<file path="config.mk">
export PLATFORM = sky130hd
export DESIGN_NAME = signal_keyer
export DESIGN_NICKNAME = d
export VERILOG_FILES = /design/src/pkg/keyer_pkg.sv /design/src/level_sync.sv /design/src/carrier_pick.sv /design/src/signal_keyer.sv
export SDC_FILE = /design/constraint.sdc
export NUM_CORES = 1
export LEC_CHECK = 0
export ABC_CLOCK_PERIOD_IN_PS = 3400
export BUFFER_PORTS_ARGS = -buffer_cell sky130_fd_sc_hd__buf_2
export CAP_MARGIN = 0
export CORE_ASPECT_RATIO = 1.75
export CORE_MARGIN = 5
export CORE_UTILIZATION = 23
export CTS_CLUSTER_SIZE = 30
export DETAILED_ROUTE_END_ITERATION = 8
export GPL_TIMING_DRIVEN = 0
export PLACE_DENSITY = 0.54
export SYNTH_ARGS = -nofsm -noshare
export SYNTH_HDL_FRONTEND = slang
export SYNTH_SLANG_ARGS = --single-unit
</file>
<file path="constraint.sdc">
create_clock -name mclk -period 3.4 [get_ports mclk]
set_input_delay 0.34 -clock mclk [delete_from_list [all_inputs] [get_ports mclk]]
set_output_delay 0.34 -clock mclk [all_outputs]
set_load 0.01 [all_outputs]
</file>
<file path="src/pkg/keyer_pkg.sv">
// Constants shared by the signal keyer: register indices, field positions,
// reset values and source selection codes.
// Assumes a 32-bit classic Wishbone slave with one register per aligned word.
package keyer_pkg;

  // ----------------------------------------------------------------
  // Register indices; the byte address is four times the index.
  // ----------------------------------------------------------------
  localparam logic [13:0] IDX_CONTROL_ZERO = 14'hf51;
  localparam logic [13:0] IDX_CONTROL_ONE  = 14'hf52;
  localparam logic [13:0] IDX_DATA_SOURCE  = 14'hf53;
  localparam logic [13:0] IDX_LOW_CARRIER  = 14'hf54;
  localparam logic [13:0] IDX_HIGH_CARRIER = 14'hf55;

  // ----------------------------------------------------------------
  // Field positions.
  // ----------------------------------------------------------------
  localparam int POS_ENABLE      = 7;
  localparam int POS_OUT_STATUS  = 5;
  localparam int POS_RESULT_INV  = 4;
  localparam int POS_SOFT_KEY    = 0;
  localparam int POS_HIGH_INV    = 5;
  localparam int POS_HIGH_ALIGN  = 4;
  localparam int POS_LOW_INV     = 1;
  localparam int POS_LOW_ALIGN   = 0;

  // ----------------------------------------------------------------
  // Reset values.
  // ----------------------------------------------------------------
  localparam logic [7:0] RST_CONTROL_ZERO = 8'h00;
  localparam logic [7:0] RST_CONTROL_ONE  = 8'h00;
  localparam logic [4:0] RST_DATA_SOURCE  = 5'h00;
  localparam logic [3:0] RST_CARRIER      = 4'h0;

  // ----------------------------------------------------------------
  // Data source codes; codes above the last one are reserved.
  // ----------------------------------------------------------------
  localparam logic [4:0] SRC_PIN      = 5'h00;
  localparam logic [4:0] SRC_SOFT     = 5'h01;
  localparam logic [4:0] SRC_CCP_BASE = 5'h02;
  localparam logic [4:0] SRC_PWM_BASE = 5'h07;
  localparam logic [4:0] SRC_CMP_BASE = 5'h09;
  localparam logic [4:0] SRC_SER_BASE = 5'h0c;
  localparam logic [4:0] SRC_SSP_BASE = 5'h16;
  localparam logic [4:0] SRC_LAST     = 5'h17;

  // ----------------------------------------------------------------
  // Carrier source codes, shared by both carrier fields.
  // ----------------------------------------------------------------
  localparam logic [3:0] CAR_PIN      = 4'h0;
  localparam logic [3:0] CAR_SYSCLK   = 4'h1;
  localparam logic [3:0] CAR_FAST_OSC = 4'h2;
  localparam logic [3:0] CAR_REF_CLK  = 4'h3;
  localparam logic [3:0] CAR_CCP_BASE = 4'h4;
  localparam logic [3:0] CAR_PWM_BASE = 4'h9;
  localparam logic [3:0] CAR_LAST     = 4'ha;

  // ----------------------------------------------------------------
  // Which carrier currently feeds the output.
  // ----------------------------------------------------------------
  typedef enum logic [1:0] {
    SIDE_LOW  = 2'b01,
    SIDE_HIGH = 2'b10
  } side_t;

endpackage : keyer_pkg

</file>
<file path="src/level_sync.sv">
// Two-stage synchroniser for a group of independent levels.
// Assumes each bit is a slow level or a clock-like signal from another domain.
`timescale 1ns/1ps
module level_sync #(
  parameter int WIDTH = 1
) (
  // Clock and reset.
  input  wire logic             mclk,
  input  wire logic             sys_rst,
  // Levels.
  input  wire logic [WIDTH-1:0] async_in,
  output logic      [WIDTH-1:0] sync_out
);

  logic [WIDTH-1:0] stage_one;

  // ----------------------------------------------------------------
  // Sync chain.
  // ----------------------------------------------------------------
  // The first stage feeds only the second, so metastability settles there.
  always_ff @(posedge mclk or posedge sys_rst) begin
    if (sys_rst) begin
      stage_one <= '0;
      sync_out  <= '0;
    end else begin
      stage_one <= async_in;
      sync_out  <= stage_one;
    end
  end

endmodule : level_sync

</file>
<file path="src/carrier_pick.sv">
// Carrier source selector with optional inversion.
// Assumes all sources are already in the mclk domain.
`timescale 1ns/1ps
module carrier_pick
  import keyer_pkg::*;
(
  // Candidate sources, indexed by selection code.
  input  wire logic [10:0] sources,
  // Control.
  input  wire logic [3:0]  select,
  input  wire logic        invert,
  // Chosen carrier.
  output logic             carrier
);

  // ----------------------------------------------------------------
  // Selection.
  // ----------------------------------------------------------------
  // Reserved codes give a quiet zero before inversion.
  always_comb begin
    if (select <= CAR_LAST) begin
      carrier = sources[select] ^ invert;
    end else begin
      carrier = invert;
    end
  end

endmodule : carrier_pick

</file>
<file path="src/signal_keyer.sv">
// Signal keyer: mixes a data signal with one of two carriers into one
// keyed output, with per-carrier alignment, inversions and output polarity.
// Assumes a classic Wishbone master on mclk, peripheral sources on mclk and
// pin or oscillator sources asynchronous to it.
`timescale 1ns/1ps
module signal_keyer
  import keyer_pkg::*;
#(
  parameter int ADDR_W = 16
) (
  // Clock and reset.
  input  wire logic              mclk,
  input  wire logic              sys_rst,
  // Wishbone slave.
  input  wire logic              cyc_i,
  input  wire logic              stb_i,
  input  wire logic              we_i,
  input  wire logic [ADDR_W-1:0] adr_i,
  input  wire logic [3:0]        sel_i,
  input  wire logic [31:0]       dat_i,
  output logic      [31:0]       dat_o,
  output logic                   ack_o,
  // Asynchronous sources: remapped pins and clocks.
  input  wire logic              data_input_remap,
  input  wire logic              upper_carrier_input_remap,
  input  wire logic              lower_carrier_input_remap,
  input  wire logic              system_clock_source,
  input  wire logic              fast_internal_oscillator,
  input  wire logic              reference_clock_output,
  // Peripheral sources on mclk.
  input  wire logic [4:0]        capture_compare_out,
  input  wire logic [1:0]        pulse_width_gen_out,
  input  wire logic [2:0]        comparator_out,
  input  wire logic [4:0]        serial_port_data_out,
  input  wire logic [4:0]        serial_port_clock_out,
  input  wire logic [1:0]        sync_serial_port_out,
  // Keyed result towards the pin remapping stage.
  output logic                   keyed_result_pin
);

  // ----------------------------------------------------------------
  // Elaboration check.
  // ----------------------------------------------------------------
  if (ADDR_W < 16) begin : g_addr_check
    $error("signal_keyer: ADDR_W must be at least 16");
  end

  // ----------------------------------------------------------------
  // Declarations.
  // ----------------------------------------------------------------
  // Software state.
  logic        enable;
  logic        result_invert;
  logic        software_keying_flag;
  logic        high_carrier_invert;
  logic        high_carrier_align;
  logic        low_carrier_invert;
  logic        low_carrier_align;
  logic [4:0]  data_source_field;
  logic [3:0]  high_carrier_field;
  logic [3:0]  low_carrier_field;
  logic        next_enable;
  logic        next_result_invert;
  logic        next_software_keying_flag;
  logic        next_high_carrier_invert;
  logic        next_high_carrier_align;
  logic        next_low_carrier_invert;
  logic        next_low_carrier_align;
  logic [4:0]  next_data_source_field;
  logic [3:0]  next_high_carrier_field;
  logic [3:0]  next_low_carrier_field;
  // Bus state.
  logic        next_ack;
  logic [31:0] next_dat;
  logic        bus_write;
  // Synchronised inputs.
  logic [5:0]  pin_sync;
  // Source vectors and selections.
  logic [23:0] data_sources;
  logic [10:0] upper_sources;
  logic [10:0] lower_sources;
  logic        data_keying_signal;
  logic        upper_carrier_signal;
  logic        lower_carrier_signal;
  // Keying state.
  side_t       side;
  side_t       next_side;
  side_t       use_side;
  logic        next_keyed;

  // ----------------------------------------------------------------
  // Index decode.
  // ----------------------------------------------------------------
  // Only word-aligned accesses reach a register; the upper address bits
  // above the index must be zero for a match.
  function automatic logic [13:0] to_index(input logic [ADDR_W-1:0] adr);
    to_index = adr[15:2];
  endfunction : to_index

  function automatic logic hits(input logic [ADDR_W-1:0] adr,
                                input logic [13:0] idx);
    hits = (to_index(adr) == idx) && (adr[1:0] == 2'b00) &&
           ((adr >> 16) == '0);
  endfunction : hits

  // ----------------------------------------------------------------
  // Wishbone handshake.
  // ----------------------------------------------------------------
  // Answer one edge after the request; ack drops the next cycle because
  // it is only raised while ack is low. A write takes effect at the edge
  // where the master sees ack high. Unmapped words answer with zero.
  assign bus_write = cyc_i && stb_i && we_i && ack_o && sel_i[0];

  always_comb begin
    next_ack = cyc_i && stb_i && !ack_o;
    next_dat = 32'h0000_0000;
    if (cyc_i && stb_i && !ack_o && !we_i) begin
      if (hits(adr_i, IDX_CONTROL_ZERO)) begin
        next_dat[POS_ENABLE]     = enable;
        next_dat[POS_OUT_STATUS] = keyed_result_pin;
        next_dat[POS_RESULT_INV] = result_invert;
        next_dat[POS_SOFT_KEY]   = software_keying_flag;
      end else if (hits(adr_i, IDX_CONTROL_ONE)) begin
        next_dat[POS_HIGH_INV]   = high_carrier_invert;
        next_dat[POS_HIGH_ALIGN] = high_carrier_align;
        next_dat[POS_LOW_INV]    = low_carrier_invert;
        next_dat[POS_LOW_ALIGN]  = low_carrier_align;
      end else if (hits(adr_i, IDX_DATA_SOURCE)) begin
        next_dat[4:0] = data_source_field;
      end else if (hits(adr_i, IDX_LOW_CARRIER)) begin
        next_dat[3:0] = low_carrier_field;
      end else if (hits(adr_i, IDX_HIGH_CARRIER)) begin
        next_dat[3:0] = high_carrier_field;
      end
    end
  end

  always_ff @(posedge mclk or posedge sys_rst) begin
    if (sys_rst) begin
      ack_o <= 1'b0;
      dat_o <= 32'h0000_0000;
    end else begin
      ack_o <= next_ack;
      dat_o <= next_dat;
    end
  end

  // ----------------------------------------------------------------
  // Control registers.
  // ----------------------------------------------------------------
  // Clearing enable leaves every selection untouched, so setting it again
  // resumes with the same sources. The status bit is read-only.
  always_comb begin
    next_enable               = enable;
    next_result_invert        = result_invert;
    next_software_keying_flag = software_keying_flag;
    next_high_carrier_invert  = high_carrier_invert;
    next_high_carrier_align   = high_carrier_align;
    next_low_carrier_invert   = low_carrier_invert;
    next_low_carrier_align    = low_carrier_align;
    next_data_source_field    = data_source_field;
    next_high_carrier_field   = high_carrier_field;
    next_low_carrier_field    = low_carrier_field;
    if (bus_write) begin
      if (hits(adr_i, IDX_CONTROL_ZERO)) begin
        next_enable               = dat_i[POS_ENABLE];
        next_result_invert        = dat_i[POS_RESULT_INV];
        next_software_keying_flag = dat_i[POS_SOFT_KEY];
      end else if (hits(adr_i, IDX_CONTROL_ONE)) begin
        next_high_carrier_invert  = dat_i[POS_HIGH_INV];
        next_high_carrier_align   = dat_i[POS_HIGH_ALIGN];
        next_low_carrier_invert   = dat_i[POS_LOW_INV];
        next_low_carrier_align    = dat_i[POS_LOW_ALIGN];
      end else if (hits(adr_i, IDX_DATA_SOURCE)) begin
        next_data_source_field    = dat_i[4:0];
      end else if (hits(adr_i, IDX_LOW_CARRIER)) begin
        next_low_carrier_field    = dat_i[3:0];
      end else if (hits(adr_i, IDX_HIGH_CARRIER)) begin
        next_high_carrier_field   = dat_i[3:0];
      end
    end
  end

  // Every register returns to its default on reset.
  always_ff @(posedge mclk or posedge sys_rst) begin
    if (sys_rst) begin
      enable               <= RST_CONTROL_ZERO[POS_ENABLE];
      result_invert        <= RST_CONTROL_ZERO[POS_RESULT_INV];
      software_keying_flag <= RST_CONTROL_ZERO[POS_SOFT_KEY];
      high_carrier_invert  <= RST_CONTROL_ONE[POS_HIGH_INV];
      high_carrier_align   <= RST_CONTROL_ONE[POS_HIGH_ALIGN];
      low_carrier_invert   <= RST_CONTROL_ONE[POS_LOW_INV];
      low_carrier_align    <= RST_CONTROL_ONE[POS_LOW_ALIGN];
      data_source_field    <= RST_DATA_SOURCE;
      high_carrier_field   <= RST_CARRIER;
      low_carrier_field    <= RST_CARRIER;
    end else begin
      enable               <= next_enable;
      result_invert        <= next_result_invert;
      software_keying_flag <= next_software_keying_flag;
      high_carrier_invert  <= next_high_carrier_invert;
      high_carrier_align   <= next_high_carrier_align;
      low_carrier_invert   <= next_low_carrier_invert;
      low_carrier_align    <= next_low_carrier_align;
      data_source_field    <= next_data_source_field;
      high_carrier_field   <= next_high_carrier_field;
      low_carrier_field    <= next_low_carrier_field;
    end
  end

  // ----------------------------------------------------------------
  // Source capture.
  // ----------------------------------------------------------------
  // Pins and foreign clocks are sampled at mclk, so a clock-like carrier
  // faster than half of mclk aliases; that is the price of one domain.
  level_sync #(
    .WIDTH (6)
  ) u_pin_sync (
    .mclk     (mclk),
    .sys_rst  (sys_rst),
    .async_in ({reference_clock_output, fast_internal_oscillator,
                system_clock_source, lower_carrier_input_remap,
                upper_carrier_input_remap, data_input_remap}),
    .sync_out (pin_sync)
  );

  // Data source vector in code order; serial ports interleave data, clock.
  always_comb begin
    data_sources       = '0;
    data_sources[0]    = pin_sync[0];
    data_sources[1]    = software_keying_flag;
    data_sources[6:2]  = capture_compare_out;
    data_sources[8:7]  = pulse_width_gen_out;
    data_sources[11:9] = comparator_out;
    for (int i = 0; i < 5; i++) begin
      data_sources[12 + 2 * i] = serial_port_data_out[i];
      data_sources[13 + 2 * i] = serial_port_clock_out[i];
    end
    data_sources[23:22] = sync_serial_port_out;
  end

  // Reserved codes keep the data line low.
  always_comb begin
    if (data_source_field <= SRC_LAST) begin
      data_keying_signal = data_sources[data_source_field];
    end else begin
      data_keying_signal = 1'b0;
    end
  end

  // Carrier vectors differ only in the pin at code zero.
  assign upper_sources = {pulse_width_gen_out, capture_compare_out,
                          pin_sync[5], pin_sync[4], pin_sync[3], pin_sync[1]};
  assign lower_sources = {pulse_width_gen_out, capture_compare_out,
                          pin_sync[5], pin_sync[4], pin_sync[3], pin_sync[2]};

  carrier_pick u_upper_pick (
    .sources (upper_sources),
    .select  (high_carrier_field),
    .invert  (high_carrier_invert),
    .carrier (upper_carrier_signal)
  );

  carrier_pick u_lower_pick (
    .sources (lower_sources),
    .select  (low_carrier_field),
    .invert  (low_carrier_invert),
    .carrier (lower_carrier_signal)
  );

  // ----------------------------------------------------------------
  // Carrier side tracking.
  // ----------------------------------------------------------------
  // A switch away from a side waits, if that side's align bit is set,
  // until its carrier is low, so the running pulse is never cut short.
  // Without alignment the switch follows the data level at once.
  always_comb begin
    use_side = side;
    unique case (side)
      SIDE_HIGH: begin
        if (!data_keying_signal &&
            (!high_carrier_align || !upper_carrier_signal)) begin
          use_side = SIDE_LOW;
        end
      end
      SIDE_LOW: begin
        if (data_keying_signal &&
            (!low_carrier_align || !lower_carrier_signal)) begin
          use_side = SIDE_HIGH;
        end
      end
      default: begin
        use_side = data_keying_signal ? SIDE_HIGH : SIDE_LOW;
      end
    endcase
    next_side = use_side;
  end

  // ----------------------------------------------------------------
  // Keyed output.
  // ----------------------------------------------------------------
  // High side: carrier ANDed with data; low side: carrier ANDed with the
  // inverted data, held over while an aligned pulse completes. Disabled
  // output is forced low whatever the result polarity.
  always_comb begin
    if (!enable) begin
      next_keyed = 1'b0;
    end else if (use_side == SIDE_HIGH) begin
      next_keyed = (upper_carrier_signal &
                    (data_keying_signal | (side == SIDE_HIGH)))
                   ^ result_invert;
    end else begin
      next_keyed = (lower_carrier_signal &
                    (!data_keying_signal | (side == SIDE_LOW)))
                   ^ result_invert;
    end
  end

  // The output is registered so the remap stage sees a clean level.
  always_ff @(posedge mclk or posedge sys_rst) begin
    if (sys_rst) begin
      side             <= SIDE_LOW;
      keyed_result_pin <= 1'b0;
    end else begin
      side             <= next_side;
      keyed_result_pin <= next_keyed;
    end
  end

endmodule : signal_keyer

</file>
; ---- Yosys cells after proc, flatten, opt, wreduce, memory -nomap -nowiden
; Index checks and enable logic that the tools add are counted.
[classes]
n_mux = 29
bitwise = 12
n_eq_ne = 8
order_cmp = 6
n_reduce_logical = 28
[ops]
columns = op, n
row1 = "== test 14 x 12 -> 1 bit, second input constant", 5
row2 = two-way mux 1 bit, 14
row3 = logical AND 1 bit, 13
row4 = two-way mux 2 bit, 6
row5 = two-way mux 4 bit, 3
row6 = "< comparator 4 x 5 -> 1 bit, second input constant", 2
row7 = binary-select mux 1 bit (select 4 bit), 2
row8 = "<= comparator 4 bit, second input constant", 2
row9 = zero test 1 bit, 7
row10 = "< comparator 5 x 6 -> 1 bit, second input constant", 1
row11 = two-way mux 6 bit, 1
row12 = AND reduction 6 bit, 1
row13 = binary-select mux 1 bit (select 5 bit), 1
row14 = "<= comparator 5 bit, second input constant", 1
row15 = AND reduction 5 bit, 1
row16 = "== test 2 bit, second input constant", 2
row17 = NOT 1 bit, 4
row18 = case mux 2 bit (2 select lines), 1
row19 = AND reduction 4 bit, 1
row20 = bitwise XOR 1 bit, 4
row21 = two-way mux 3 bit, 1
row22 = AND reduction 3 bit, 1
row23 = AND 1 bit, 2
row24 = "== test 2 x 1 -> 1 bit, second input constant", 1
row25 = other kinds (4), 6
[word_totals]
out_inout_bits = 34
elab_cells = 99
regBits = 43
inputBits = 85

; ---- Longest topological paths before layout
[depth]
ltp_word = 12
mapped_depth = 9
mapped_depth_nobuf = 8

; ---- By module
; Synthesis repeated with hierarchy kept, for this count alone.
[unflattened]
cells_unflattened = 210
area_unflattened_um2 = 2542.4
[modules_own_cells]
columns = module, seq_area_each_um2, area_per_inst_um2, instances, cells_each
row1 = signal_keyer, 777.0, 2010.7, 1, 177
row2 = level_sync, 300.3, 304.0, 1, 13
row3 = carrier_pick, 0.0, 113.9, 2, 10

; ---- Worst setup path after synthesis
; No wires, ideal clock.
[synth_timing]
path_kind = register to register
from = reg data_source_field[0]
to = reg keyed_result_pin
stages_incl_launch_ff = 10
path_buffers = 1
arrival_ns = 2.435
setup_time_ns = 0.066
synth_period_minus_slack_ns = 2.501
t_required_ns = 3.334
path_slack_ns = 0.899
path_cell_list = dfrtp_1 buf_6 mux4_2 nor2_2 o32ai_1 or4_4 a211o_1 a31o_1 a22o_1 nand2_1
[synth_via]
elab_chain_len = 10
elab_cells_between_ends = 20
classes_between = order compare (1) / eq/ne (1) / mux (9) / bitwise (6) / reduce/logical (3)
[synth_lines]
columns = item, line_no
row1 = start: declaration, signal_keyer.sv:59  ; logic [4:0] data_source_field;
row2 = start signal: assignment, signal_keyer.sv:205  ; data_source_field <= next_data_source_field;
row3 = binary-select mux 1 bit (select 5 bit), signal_keyer.sv:245  ; data_keying_signal = data_sources[data_source_field];
row4 = two-way mux 1 bit (not written as such), signal_keyer.sv:245
row5 = two-way mux 1 bit *, signal_keyer.sv:244  ; if (data_source_field <= SRC_LAST) begin
row6 = zero test 1 bit, "signal_keyer.sv:281, signal_keyer.sv:314"
row7 = logical AND 1 bit, signal_keyer.sv:281  ; if (!data_keying_signal &&
row8 = two-way mux 2 bit, signal_keyer.sv:281
row9 = case mux 2 bit (2 select lines), signal_keyer.sv:279  ; unique case (side)
row10 = == test 2 bit, signal_keyer.sv:308  ; end else if (use_side == SIDE_HIGH) begin
row11 = two-way mux 1 bit *, signal_keyer.sv:308
row12 = two-way mux 1 bit *, signal_keyer.sv:306  ; if (!enable) begin
row13 = named net next_keyed, signal_keyer.sv:89  ; logic next_keyed;
row14 = end signal: assignment, signal_keyer.sv:326  ; keyed_result_pin <= next_keyed;
row15 = end: declaration, signal_keyer.sv:38  ; output logic keyed_result_pin
; Mark *: on every way through the listed nets, which the timed path passes. The rest lies on a longest branch. The select of a mux whose other input is x is not followed.
; A chain may end at the register's enable or synchronous reset.

; ---- Worst setup path after layout
[layout_timing]
from = reg data_source_field[2]
to = reg keyed_result_pin
; The elaborated chain is that of the path after synthesis.

==> results_dict.tcl <==
set metrics [dict create \
    run_status "completed" \
    synth_top_cell_by_area "sky130_fd_sc_hd__dfrtp_1" \
    path_clk_slew_ns 0.06 \
    crit_path_max_fanout 9 \
    criticalPathCategory "register to register" \
    power_leakage_nw 1.60 \
    synth_top_cell_area_share_pct 41.9 \
    min-delay-path-class "primary input to register" \
    setup-violations-final 0 \
    quantity_of_gates_resized_following_cts 0 \
    final_layout_size_suffix_gt1_share_pct 42.5 \
    r2r_cells 9 \
    synthDistinctLibCells 52 \
    tritoncts.num_buffers 5 \
    drc 0 \
    detailedRoute.firstIterationViolations 95 \
    ff2ff_setup_slack_ns 0.56 \
    globalRouteTotalUtil_pct 10.0 \
    post_cts_repair_setup_buffers 0 \
    globalplace.congestion 0.823 \
    overflow 0 \
    synth_edf_count 0 \
    arrival_ns 3.06 \
    sink_of_the_worst_hold_path "u_pin_sync.stage_one[4]" \
    place.detailed.hpwl_um 5410 \
    tightestPinTransition_ns 0.865 \
    htree_num_levels 2 \
    ctsHoldBuffers 1 \
    max-vdd-ir-drop_mv 0.241 \
    num_rows 50 \
    post_synth_most_frequent_cells "sky130_fd_sc_hd__dfrtp_1, sky130_fd_sc_hd__buf_4, sky130_fd_sc_hd__mux2_2" \
    cts.path.max_buffers 2 \
    start_util_pct 23.5 \
    finalHoldViolations 0 \
    rr_endpoint "keyed_result_pin" \
    clkSinkCount 43 \
    core_area_um2 10700 \
    cts_tree "yes" \
    hold_path_startpoint "fast_internal_oscillator" \
    top_level_ports 119 \
    timing.hold.ws_ns 0.154 \
    finish.cell_count_without_fillers 445 \
    die_width_um 88.9 \
    critPathRequiredTime_ns 3.63 \
    slew_viol_final 0 \
    grt_pass1_wl_um 10200 \
    fmax_mhz 353 \
    number_of_antenna_violations_at_the_first_check_in_global_routing 0 \
    r2r_start "data_source_field[2]" \
    crit_path_end_kind "register" \
    synth_ff_type "sky130_fd_sc_hd__dfrtp_1" \
    cts_root_buf "sky130_fd_sc_hd__clkbuf_16" \
    totalWireLength_um 6630 \
    power_per_cell_area_nw_per_um2 411 \
    synth_seq_cells 43 \
    synthesized_netlist_cell_count 216 \
    nets 401 \
    clock_skew_ns 0.00351 \
    layout-area-overhead-vs-synth_pct 31.3 \
    placed_cells 436 \
    clkLatencyLatePin_ns 0.29 \
    grt_start_max_net_pins 42 \
    syn-mean-instance-area_um2 11.6 \
    die_outline_area_um2 13200 \
    max_slew_margin_pct 41.5 \
    finalCriticalPeriod_ns 2.84 \
    cells_taking_the_most_area_after_synthesis "sky130_fd_sc_hd__dfrtp_1, sky130_fd_sc_hd__mux2_2, sky130_fd_sc_hd__buf_4" \
    cp-start-kind "register" \
    port_buffers 65 \
    antenna_violating_nets_post_route 0 \
    die_height_um 148 \
    grt_pass1_vias 2079 \
    wl_per_cell_um 14.9 \
    most_used_standard_cell_by_instance_count_after_synthesis "sky130_fd_sc_hd__dfrtp_1" \
    setup_repair_after_global_routing_missed_its_margin "false" \
    fin_setup_tns_ns 0 \
    yosys_warnings 0 \
    synth.yosys.seq_area_share_pct 42.9 \
    post_route_fraction_of_the_period_consumed_by_the_critical_path_pct 83.4 \
    route.vias.total 2009 \
    avgViaCountPerCell 4.51 \
    syn_area_um2 2510 \
    drtPass1Iterations 4 \
    worstHoldPathCells 1 \
    reported_max_cap_violation_count 0 \
    antenna_cells_inserted 0 \
    postSynth.asyncResetShare_pct 100 \
]
## kinds of logic (layout without fill, tap and decap cells)
logic type	Yosys count	in the layout	synth area share, %
AO/OA/AOI/OAI	36	36	10.2
XOR/XNOR	2	2	0.698
adder cells (fa/ha/maj)	2	2	0.997
buffers and inverters	39	114	10.2
flip-flops	43	43	42.9
multiplexers	39	39	21.4
other	1	25	0.149
AND/OR/NAND/NOR	54	54	13.4
## how the worst max path moves through the flow
stage | startpoint | to | cells after the start
after floorplan | data_source_field[0] | keyed_result_pin | 9
after global placement | adr_i[0] | low_carrier_field[1] | 8
after detailed placement | data_source_field[2] | keyed_result_pin | 9
after CTS | data_source_field[2] | keyed_result_pin | 9
after global routing | data_source_field[2] | keyed_result_pin | 9
final | data_source_field[2] | keyed_result_pin | 9
## critical path: stages (launching register included)
cell	delay, ns
sky130_fd_sc_hd__dfrtp_1	0.32
sky130_fd_sc_hd__clkbuf_1	0.41
sky130_fd_sc_hd__mux4_2	0.41
sky130_fd_sc_hd__nor2_2	0.12
sky130_fd_sc_hd__o32ai_1	0.11
sky130_fd_sc_hd__nor4_1	0.63
sky130_fd_sc_hd__o21ai_1	0.14
sky130_fd_sc_hd__or3b_1	0.39
sky130_fd_sc_hd__a22o_1	0.20
sky130_fd_sc_hd__nand2_1	0.05
## cells in the final DEF, fill, tap and decap left out, drive strengths merged, types with 6 or more instances in the layout
cell    Yosys  final
nor2        7      7
o21ai       6      6
mux2       21     21
buf        27     93
clkbuf      7     13
mux2i       9      9
conb        1     25
mux4        9      9
inv         5      6
dfrtp      42     42
## power breakdown
| part | switching (mW) | internal, mW | total, mW |
|---|---|---|---|
| clock network | 0.203 | 0.369 | 0.572 |
| registers | 0.0153 | 0.535 | 0.551 |
| logic | 0.129 | 0.104 | 0.233 |
## per-layer routing
| metal | part of all wire [%] | vias up | track usage, % |
|---|---|---|---|
| li1 | - | 954 | - |
| met1 | 35 | 968 | 10.1 |
| met2 | 54 | 77 | 19.3 |
| met3 | 8.3 | 10 | 2.33 |
| met4 | 2.1 | 0 | 3.50 |
| met5 | 0 | - | 0 |
## flip-flops by register name, summed over array words and instances (netlist names)
signal,cells
high_carrier_field,4
result_invert,1
dat_o,7
keyed_result_pin,1
high_carrier_align,1
low_carrier_align,1
high_carrier_invert,1
u_pin_sync.sync_out,6
low_carrier_invert,1
side,2
low_carrier_field,4
enable,1
ack_o,1
data_source_field,5
software_keying_flag,1
u_pin_sync.stage_one,6
## metrics by stage
step           setup slack, ns  utilization, %  area [um^2]  power, mW
3_5_place_dp             0.549            29.0         3110      0.793
6_report                 0.564            30.8         3290       1.36
4_1_cts                  0.546            30.8         3290       1.37
5_1_grt                  0.375            30.8         3290       1.41
3_3_place_gp             0.566            28.9         3090      0.775
2_1_floorplan            0.899               -         2600      0.710
## layout make-up
| class | instances | area (um^2) |
|---|---|---|
| repair buffers | 67 | 355 |
| inverters | 5 | 18.8 |
| multi-input cells | 158 | 1270 |
| clock inverters | 2 | 38.8 |
| flip-flops and latches | 43 | 1080 |
| plain buffers | 34 | 236 |
| well taps | 130 | 163 |
| clock buffers | 6 | 139 |
| fillers | 1116 | 7400 |
No activity file was read; power rests on OpenSTA's default activity.
